--- src/pkg/dtc_pkg.sv ---
// constants, types and field layout of the dual timer / event counter
// assumes a 250 MHz cpu clock and word-aligned avalon register slots
package dtc_pkg;

  // cpu clocks per machine cycle
  localparam int unsigned MC_CLKS   = 6;
  localparam int unsigned PRE_W     = 3;
  localparam logic [2:0]  MC_LAST   = 3'(MC_CLKS - 1);

  // register indices; byte address is four times the index
  localparam logic [7:0]  IDX_CTRL  = 8'h88;
  localparam logic [7:0]  IDX_MODE  = 8'h89;
  localparam logic [7:0]  IDX_LO0   = 8'h8a;
  localparam logic [7:0]  IDX_LO1   = 8'h8b;
  localparam logic [7:0]  IDX_HI0   = 8'h8c;
  localparam logic [7:0]  IDX_HI1   = 8'h8d;
  localparam logic [7:0]  IDX_OPT   = 8'h8e;
  localparam int unsigned ADDR_W    = 10;

  // reset values
  localparam logic [7:0]  MODE_RST  = 8'h00;
  localparam logic [7:0]  CNT_RST   = 8'h00;

  // timer_mode_config fields; bits 7:6 are reserved and read zero
  localparam int unsigned MF0_LSB   = 0;
  localparam int unsigned CT_BIT    = 2;
  localparam int unsigned GATE_BIT  = 3;
  localparam int unsigned MF1_LSB   = 4;
  localparam logic [7:0]  MODE_MASK = 8'h3f;

  // control register: run and overflow bits
  localparam int unsigned TR0_BIT   = 4;
  localparam int unsigned TF0_BIT   = 5;
  localparam int unsigned TR1_BIT   = 6;
  localparam int unsigned TF1_BIT   = 7;

  // option register: toggle enable and synchronised pin level
  localparam int unsigned TOG_BIT   = 0;
  localparam int unsigned PINL_BIT  = 1;

  typedef enum logic [1:0] {
    DTC_M13,
    DTC_M16,
    DTC_M8R,
    DTC_MSPLIT
  } dtc_mode_t;

  typedef struct packed {
    logic [7:0] hi;
    logic [7:0] lo;
  } dtc_cnt_t;

  typedef struct packed {
    logic     ovf;
    dtc_cnt_t cnt;
  } dtc_step_t;

endpackage : dtc_pkg

--- src/design/dtc_edge_sampler.sv ---
// pin synchroniser with once-per-machine-cycle sampling and fall detect
// assumes i_sample is a one-cycle strobe on the same clock
`timescale 1ns/1ns
module dtc_edge_sampler
  import dtc_pkg::*;
(
  input  wire logic i_sys_clk,
  input  wire logic i_arst_n,
  input  wire logic i_clk_en,
  input  wire logic i_pin,
  input  wire logic i_sample,
  output logic      o_level,
  output logic      o_fall
);

  typedef struct packed {
    logic [1:0] sync;
    logic       samp;
    logic       fall;
  } dtc_smp_st_t;

  dtc_smp_st_t s_q;
  dtc_smp_st_t s_d;

  always_comb begin
    s_d      = s_q;
    s_d.sync = {s_q.sync[0], i_pin};
    s_d.fall = 1'b0;
    // relies on levels held a full machine cycle
    if (i_sample) begin
      s_d.samp = s_q.sync[1];
      s_d.fall = s_q.samp & ~s_q.sync[1];
    end
  end

  always_ff @(posedge i_sys_clk or negedge i_arst_n) begin
    if (!i_arst_n) begin
      s_q <= '0;
    end else if (i_clk_en) begin
      s_q <= s_d;
    end
  end

  assign o_level = s_q.sync[1];
  assign o_fall  = s_q.fall;
endmodule : dtc_edge_sampler

--- src/design/dtc_timer.sv ---
// two up-counters, timer 0 timer or event counter, timer 1 timer only, with avalon-mm registers
// assumes a synchronous avalon master on i_sys_clk; pins are asynchronous
//
// Design decision made here: the Avalon-MM register port.
`timescale 1ns/1ns
module dtc_timer
  import dtc_pkg::*;
(
  input  wire logic              i_sys_clk,
  input  wire logic              i_arst_n,
  input  wire logic              i_clk_en,
  input  wire logic [ADDR_W-1:0] i_avs_address,
  input  wire logic              i_avs_read,
  input  wire logic              i_avs_write,
  input  wire logic [31:0]       i_avs_writedata,
  input  wire logic [3:0]        i_avs_byteenable,
  output logic      [31:0]       o_avs_readdata,
  output logic                   o_avs_waitrequest,
  input  wire logic              i_count_input_pin,
  output logic                   o_count_input_pin,
  output logic                   o_count_input_pin_oe_n,
  input  wire logic              i_external_interrupt_zero_pin,
  output logic                   o_overflow_flag0,
  output logic                   o_overflow_flag1
);

  typedef struct packed {
    logic             wreq;
    logic [31:0]      rdata;
    logic [7:0]       mode;
    logic             tr0;
    logic             tr1;
    logic             tf0;
    logic             tf1;
    logic             tog_en;
    logic             pin_out;
    dtc_cnt_t         c0;
    dtc_cnt_t         c1;
    logic [PRE_W-1:0] pre;
    logic             pend;
  } dtc_st_t;

  dtc_st_t s_q;
  dtc_st_t s_d;

  logic       pin_lvl;
  logic       pin_fall;
  logic       external_interrupt_zero_pin_lvl;
  logic       mc;
  logic       wr_fire;
  logic [7:0] idx;
  logic       hit;
  logic       t0_en;
  logic       t0_tick;
  logic       ovf0;
  dtc_step_t  st0;
  dtc_step_t  st1;
  dtc_mode_t  m0;
  dtc_mode_t  m1;
  logic [8:0] hi0_inc;

  // per-mode increment, shared by both timers
  function automatic dtc_step_t dtc_step(input dtc_mode_t m,
                                         input dtc_cnt_t  c);
    logic [5:0]  lo6;
    logic [8:0]  h9;
    logic [8:0]  l9;
    logic [16:0] w17;
    dtc_step_t   r;
    lo6 = {1'b0, c.lo[4:0]} + 6'h01;
    h9  = {1'b0, c.hi} + {8'h00, lo6[5]};
    l9  = {1'b0, c.lo} + 9'h001;
    w17 = {1'b0, c} + 17'h00001;
    r   = '{ovf: 1'b0, cnt: c};
    case (m)
      DTC_M13: r = '{ovf: h9[8], cnt: '{hi: h9[7:0],
                                        lo: {c.lo[7:5], lo6[4:0]}}};
      DTC_M16: r = '{ovf: w17[16], cnt: w17[15:0]};
      DTC_M8R: r = '{ovf: l9[8], cnt: '{hi: c.hi,
                                        lo: l9[8] ? c.hi : l9[7:0]}};
      DTC_MSPLIT: r = '{ovf: l9[8], cnt: '{hi: c.hi, lo: l9[7:0]}};
      default: r = '{ovf: 1'b0, cnt: c};
    endcase
    return r;
  endfunction : dtc_step

  dtc_edge_sampler u_pin_smp (
    .i_sys_clk (i_sys_clk),
    .i_arst_n  (i_arst_n),
    .i_clk_en  (i_clk_en),
    .i_pin     (i_count_input_pin),
    .i_sample  (mc),
    .o_level   (pin_lvl),
    .o_fall    (pin_fall)
  );

  dtc_edge_sampler u_external_interrupt_zero_pin_smp (
    .i_sys_clk (i_sys_clk),
    .i_arst_n  (i_arst_n),
    .i_clk_en  (i_clk_en),
    .i_pin     (i_external_interrupt_zero_pin),
    .i_sample  (mc),
    .o_level   (external_interrupt_zero_pin_lvl),
    .o_fall    ()
  );

  assign idx     = i_avs_address[ADDR_W-1:2];
  assign hit     = (i_avs_address[1:0] == 2'b00);
  assign wr_fire = i_avs_write & ~s_q.wreq & hit & i_avs_byteenable[0];
  assign mc      = (s_q.pre == MC_LAST);
  assign m0      = dtc_mode_t'(s_q.mode[MF0_LSB +: 2]);
  assign m1      = dtc_mode_t'(s_q.mode[MF1_LSB +: 2]);
  assign t0_en   = s_q.tr0 & (~s_q.mode[GATE_BIT] | external_interrupt_zero_pin_lvl);
  assign t0_tick = t0_en & mc & (~s_q.mode[CT_BIT] | s_q.pend);
  assign st0     = dtc_step(m0, s_q.c0);
  assign st1     = dtc_step(m1, s_q.c1);
  assign hi0_inc = {1'b0, s_q.c0.hi} + 9'h001;
  assign ovf0    = t0_tick & st0.ovf;

  always_comb begin
    s_d = s_q;
    s_d.pre = mc ? '0 : s_q.pre + 3'(1);
    // edge counted at the next machine cycle
    s_d.pend = pin_fall | (s_q.pend & ~mc);
    if (t0_tick) begin
      s_d.c0 = st0.cnt;
    end
    if (m0 == DTC_MSPLIT) begin
      // high byte on timer 1 run bit, timer 1 held
      if (s_q.tr1 & mc) begin
        s_d.c0.hi = hi0_inc[7:0];
      end
    end else if (s_q.tr1 & mc) begin
      s_d.c1 = st1.cnt;
    end
    if (ovf0 & s_q.tog_en) begin
      s_d.pin_out = ~s_q.pin_out;
    end
    // bus: one wait cycle, then the access completes
    if ((i_avs_read | i_avs_write) & s_q.wreq) begin
      s_d.wreq  = 1'b0;
      s_d.rdata = '0;
      if (hit) begin
        case (idx)
          IDX_CTRL: s_d.rdata[7:0] = {s_q.tf1, s_q.tr1, s_q.tf0, s_q.tr0,
                                      4'h0};
          IDX_MODE: s_d.rdata[7:0] = s_q.mode & MODE_MASK;
          IDX_LO0:  s_d.rdata[7:0] = s_q.c0.lo;
          IDX_LO1:  s_d.rdata[7:0] = s_q.c1.lo;
          IDX_HI0:  s_d.rdata[7:0] = s_q.c0.hi;
          IDX_HI1:  s_d.rdata[7:0] = s_q.c1.hi;
          IDX_OPT:  s_d.rdata[PINL_BIT:TOG_BIT] = {pin_lvl, s_q.tog_en};
          default:  s_d.rdata = '0;
        endcase
      end
    end else if (~s_q.wreq) begin
      s_d.wreq = 1'b1;
    end
    // run bit write leaves counts alone; bus write beats counting
    if (wr_fire) begin
      case (idx)
        IDX_CTRL: begin
          s_d.tr0 = i_avs_writedata[TR0_BIT];
          s_d.tr1 = i_avs_writedata[TR1_BIT];
          s_d.tf0 = i_avs_writedata[TF0_BIT];
          s_d.tf1 = i_avs_writedata[TF1_BIT];
        end
        IDX_MODE: s_d.mode  = i_avs_writedata[7:0] & MODE_MASK;
        IDX_LO0:  s_d.c0.lo = i_avs_writedata[7:0];
        IDX_LO1:  s_d.c1.lo = i_avs_writedata[7:0];
        IDX_HI0:  s_d.c0.hi = i_avs_writedata[7:0];
        IDX_HI1:  s_d.c1.hi = i_avs_writedata[7:0];
        IDX_OPT:  s_d.tog_en = i_avs_writedata[TOG_BIT];
        default:  s_d.tog_en = s_q.tog_en;
      endcase
    end
    // overflow sets flag; set wins over a clearing write
    if (ovf0) begin
      s_d.tf0 = 1'b1;
    end
    if (m0 == DTC_MSPLIT) begin
      if (s_q.tr1 & mc & hi0_inc[8]) begin
        s_d.tf1 = 1'b1;
      end
    end else if (s_q.tr1 & mc & st1.ovf) begin
      s_d.tf1 = 1'b1;
    end
  end

  always_ff @(posedge i_sys_clk or negedge i_arst_n) begin
    if (!i_arst_n) begin
      s_q       <= '0;
      s_q.wreq  <= 1'b1;
      s_q.mode  <= MODE_RST;
      s_q.c0    <= {CNT_RST, CNT_RST};
      s_q.c1    <= {CNT_RST, CNT_RST};
    end else if (i_clk_en) begin
      s_q <= s_d;
    end
  end

  assign o_avs_readdata         = s_q.rdata;
  assign o_avs_waitrequest      = s_q.wreq;
  assign o_count_input_pin      = s_q.pin_out;
  assign o_count_input_pin_oe_n = ~s_q.tog_en;
  assign o_overflow_flag0       = s_q.tf0;
  assign o_overflow_flag1       = s_q.tf1;
endmodule : dtc_timer

--- config.mk ---
export PLATFORM = sky130hd
export DESIGN_NAME = dtc_timer
export DESIGN_NICKNAME = d
export VERILOG_FILES = /design/src/pkg/dtc_pkg.sv /design/src/design/dtc_edge_sampler.sv /design/src/design/dtc_timer.sv
export SDC_FILE = /design/constraint.sdc
export NUM_CORES = 1
export LEC_CHECK = 0
export BUFFER_PORTS_ARGS = -buffer_cell sky130_fd_sc_hd__buf_2
export CORE_MARGIN = 2
export CORE_UTILIZATION = 41
export DETAILED_ROUTE_END_ITERATION = 7
export PLACE_DENSITY = 0.62
export SLEW_MARGIN = 20
export SYNTH_ARGS = -nofsm -noshare
export SYNTH_HDL_FRONTEND = slang
export SYNTH_SLANG_ARGS = --single-unit
export TNS_END_PERCENT = 10
--- constraint.sdc ---
create_clock -name i_sys_clk -period 5.5 [get_ports i_sys_clk]
set_clock_uncertainty 0.1 [all_clocks]
set_input_delay 0.55 -clock i_sys_clk [delete_from_list [all_inputs] [get_ports i_sys_clk]]
set_output_delay 0.55 -clock i_sys_clk [all_outputs]
set_load 0.05 [all_outputs]
After elaboration in Yosys (flattened, before gate mapping)
Index checks and enable logic that the tools add are counted. Widths: inputs -> output; s select.

Add/subtract/negate cells: 10. Eq/ne operators: 14. Muxes and demuxes: 27. Bitwise operators: 25. Reduce and logical (&&, ||, !) cells: 12.

Operator list (number): $pmux 17 s4 (2); $mux 8 (9); $eq 8x8->1 const B (7); $mux 16 (3); $pmux 6 s6 (1); $add 16x1->17 const B (2); $mux 32 (1); $add 8x1->9 const B (3); $add 8x1->9 (2); $and 1x1->1 (14); $add 5x1->6 const B (2); $pmux 2 s6 (1); $reduce_and 3->1 (4); $eq 2x2->1 const B (4); $mux 1 (7); $not 1->1 (7); $logic_not 2->1 (3); $mux 3 (2); $reduce_and 2->1 (3); $eq 2x1->1 const B (2); $or 1x1->1 (4); $reduce_bool 2->1 (2); $add 3x1->3 const B (1); $eq 3x3->1 const B (1); $mux 2 (1).

Register bits: 87. Bits of input ports: 53. Output and inout bits: 37. Word-level logic and storage cells: 107.

Longest topological paths before layout
Depth in word-level cells: 10. Depth in mapped cells: 9. Mapped depth without buffers: 9.

Modules after synthesis
Synthesis repeated with hierarchy kept, for this count alone.

Cell total of the unflattened synthesis: 579. Area total of the unflattened synthesis: 4772.1 sq um.

Modules (own cells, without submodules): dtc_timer (instances 1, cells each 557, area an instance 4451.8 sq um, sequential area each 1427.6 sq um); dtc_edge_sampler (instances 2, cells each 11, area an instance 160.2 sq um, sequential area each 100.1 sq um).

Least setup slack after synthesis
OpenSTA, ideal clock, no wires.

Path kind: in2reg. Start point: input i_avs_address[4]. End point: register s_q[25] (netlist name). Setup time: 0.126 ns. Arrival time: 1.972 ns. Required time: 5.274 ns. Path slack: 3.301 ns. Stages on the path: 7. Buffers on the path: 2. Path through: buf_2 > nor2b_1 > nand4b_1 > or2_0 > buf_2 > o211a_1 > a311o_1.

Longest elaborated chain between the ends: 3.

Ends and longest elaborated chain: start: declaration (line dtc_timer.sv:12) `input wire logic [ADDR_W-1:0] i_avs_address,`; $eq 8x8->1 (line dtc_timer.sv:161) `case (idx)`; $mux 8 (line dtc_timer.sv:161); $mux 32 (line dtc_timer.sv:160) `if (wr_fire) begin`; end: declaration (line dtc_timer.sv:43) `dtc_st_t s_q;`.

Every way passes these cells. A chain may end at the register's enable or synchronous reset.

Worst setup path in the final report
Start point: input i_avs_address[7]. End point: register s_q[41] (netlist name).

Longest elaborated chain between the ends: 2.

Ends and longest elaborated chain (line): $eq 8x8->1 (dtc_timer.sv:161); $reduce_and 3->1 (no line).

Every way passes these cells.

==> results_dict.tcl <==
set metrics [dict create \
    cp-start-kind "input pin" \
    seq_power_share_pct 40.0 \
    start_util_pct 42.34 \
    hold_violations 0 \
    cts_sinks 63 \
    htreeDepth 3 \
    vias 4694 \
    rsz0062_at_grt "no" \
    rows 39 \
    post_drt_wl_per_cell_um 20.95 \
    yosys.area.top_type "dfrtp_1" \
    postSynth.asyncResetShare_pct 100.0 \
    leakage_nw 2.236 \
    arrival_ps 2640 \
    hp-class "input pin to async pin" \
    drt_first_pass_iters 7 \
    syn_area_um2 4876 \
    nets 634 \
    post_synth_inst_count 569 \
    io_pins 90 \
    register_area_um2 1578 \
    clockBufferDepth 2 \
    ir_worst_vdd_mv 0.1079 \
    drtIter0Drc 569 \
    synthTopCellsByArea "dfrtp_1, buf_4, nand2_1" \
    areaGrowthSynthToFinish_pct 8.340 \
    grt_max_degree 64 \
    clockPowerShare_pct 46.0 \
    cts_hold_buf 0 \
    synth_edf_count 0 \
    setup_ws_ps 2984 \
    tightest_slew_ps 843.4 \
    grt_pass1_wl_mm 24.34 \
    fillers 1113 \
    setup_violations 0 \
    die_h_um 113.1 \
    grt_antenna_before_repair 0 \
    p_comb_share_pct 13.9 \
    final_common_cell "dfrtp_1" \
    routed_wl_mm 15.15 \
    min_period_ps 2516 \
    grt_pass1_vias 4509 \
    clkTransAtPathRegs_ps 60 \
    post_cts_buffers 0 \
    track_usage_pct 24.45 \
    drc 8 \
    slew_headroom_pct 43.77 \
    cp_slowest_cell "nor4_2" \
    final_cell_mix "dfrtp_1, nand2_1, buf_2, nor2_1, o21ai_0" \
    yosysSeqAreaShare_pct 32.36 \
    place_hpwl_mm 11.18 \
    synth_top_area_share_pct 31.82 \
    yosysWarnings 0 \
    drv_slew 0 \
    slowest_delay_ps 700 \
    cts_buffers 9 \
    dieArea_um2 12780 \
    tritoncts "yes" \
    cts_resized 0 \
    die_w_um 113.1 \
    maxCapViolCount 0 \
    cp_max_fo 16 \
    p_sw_share_pct 28.72 \
    yosys_register_bits 63 \
    cp.required_ps 5620 \
    viasPerCell 6.492 \
    root_buffer "clkbuf_16" \
    drtAntennaViolNets 0 \
    port_buffers 38 \
    synth-main-ff-cell "dfrtp_1" \
    syn_area_per_cell_um2 8.569 \
    coreArea_um2 11520 \
    p_per_area_nw_per_um2 255.0 \
    drive_gt1_share_pct 14.66 \
    violations "DRC" \
    cp_cell_sequence "buf_2 -> nor4b_4 -> nand3b_1 -> nor4_2 -> mux2_2" \
    crit_path_end_kind "register" \
    fmax_ghz 0.3975 \
    switchingPower_uw 386.8 \
    synthDistinctLibCells 75 \
    gp_congestion 0.9463 \
    intPower_uw 960.1 \
    place_ws_ps 2631 \
    fin_crit_sh_pct 45.74 \
    status "finished, violations left" \
    insertion_delay_ps 340 \
    worstSetupPathType "input pin to register" \
    multi_input_area_um2 2925 \
    tns_ps 0 \
    grt_overflow 0 \
    num_antenna_cells 0 \
]
## power groups by stage
| stage | registers (mW) | logic [mW] | clock network (mW) |
|---|---|---|---|
| CTS | 0.538 | 0.188 | 0.629 |
| detailed placement | 0.546 | 0.187 | 0 |
| global route | 0.545 | 0.204 | 0.649 |
| floorplan | 0.533 | 0.149 | 0 |
| global placement | 0.544 | 0.183 | 0 |
| finish | 0.539 | 0.188 | 0.620 |
## routing by layer
| metal | track usage (%) | wire (um) | vias to the layer above |
|---|---|---|---|
| met5 | 0 | 0 | - |
| met4 | 10.81 | 443 | 0 |
| met3 | 5.196 | 1267 | 34 |
| met2 | 36.85 | 6779 | 228 |
| met1 | 33.91 | 6660 | 2277 |
| li1 | - | - | 2155 |
## registers in the layout, summed over array words and instances (netlist names)
name,cells
s_q,41
o_avs_readdata,8
m0,2
m1,2
o_avs_waitrequest,1
o_count_input_pin,1
o_overflow_flag0,1
o_overflow_flag1,1
u_external_interrupt_zero_pin_smp.o_level,1
u_external_interrupt_zero_pin_smp.s_d,1
u_pin_smp.o_fall,1
u_pin_smp.o_level,1
u_pin_smp.s_d,1
u_pin_smp.s_q,1
## worst paths after layout
check                                                   start                                       end  slack, ps  cells after the start
worst min-delay path                                 i_arst_n  u_external_interrupt_zero_pin_smp.s_d[3]        300                      2
worst max register to register                         s_q[2]                                   s_q[34]       3170                      5
worst min register to register              o_count_input_pin                         o_count_input_pin        360                      1
worst max-delay path                         i_avs_address[7]                                   s_q[41]       2980                      5
min in group i_sys_clk          i_external_interrupt_zero_pin  u_external_interrupt_zero_pin_smp.s_d[3]        340                      2
max in group asynchronous                            i_arst_n                         o_avs_readdata[6]       4450                      2
## area by class of cell
type,count,share of cell area (%)
clock buffers,11,4.595
clock inverters,4,1.326
inverters,18,1.279
multi-input cells,442,55.38
flip-flops and latches,63,29.87
well taps,143,3.387
repair buffers,42,4.169
## critical path: cells and delay by family
kind / cells / cell delay, ps
buf+inv: 1 / 120
simple gates: 3 / 1570
mux: 1 / 400
## cells by family after synthesis
family,share of synthesized area [%]
AOI/OAI and AO/OA,25.48
xor gates and xnor gates,0.3593
adders and majority gates,1.283
buffers and inverters,9.417
DFF,32.36
muxes,7.903
other,0.07691
and+or+nand+nor,23.12
## Yosys cell counts (3+ instances only)
master / number
o21ai_0: 32
nor3_1: 18
a211o_1: 6
a31oi_1: 9
dfrtp_1: 62
a21oi_1: 22
o22ai_1: 16
inv_1: 18
clkbuf_1: 23
o2111ai_1: 5
nand2_1: 44
a21o_1: 5
a211oi_1: 10
nor2b_1: 7
a22o_1: 6
and3_1: 16
buf_1: 4
a2111oi_0: 3
o2bb2ai_1: 7
ha_1: 5
nand4b_1: 4
nand3b_1: 4
mux4_2: 3
mux2i_1: 16
a221o_1: 3
nor4_1: 6
nor2_1: 33
nand3_1: 30
o31ai_1: 3
nand4_1: 14
buf_2: 8
buf_4: 32
a2bb2oi_1: 8
a22oi_1: 7
nor3b_1: 3
o211ai_1: 4
a21boi_0: 3
or3_1: 5
o211a_1: 4
mux2_2: 14
## per-stage QoR
step                      std cells  utilization (%)  total power [mW]  area (um2)  hold WS (ps)
final                           723            45.87             1.347        5283         297.2
after global routing            723            45.87             1.399        5283         339.9
after CTS                       723            45.87             1.355        5283         330.7
after detailed placement        708            43.16            0.7326        4970         361.3
after global placement          708            43.16            0.7270        4970         355.8
after floorplan                 592                -            0.6820        4962         154.4
(Power assumes the default switching activity.)
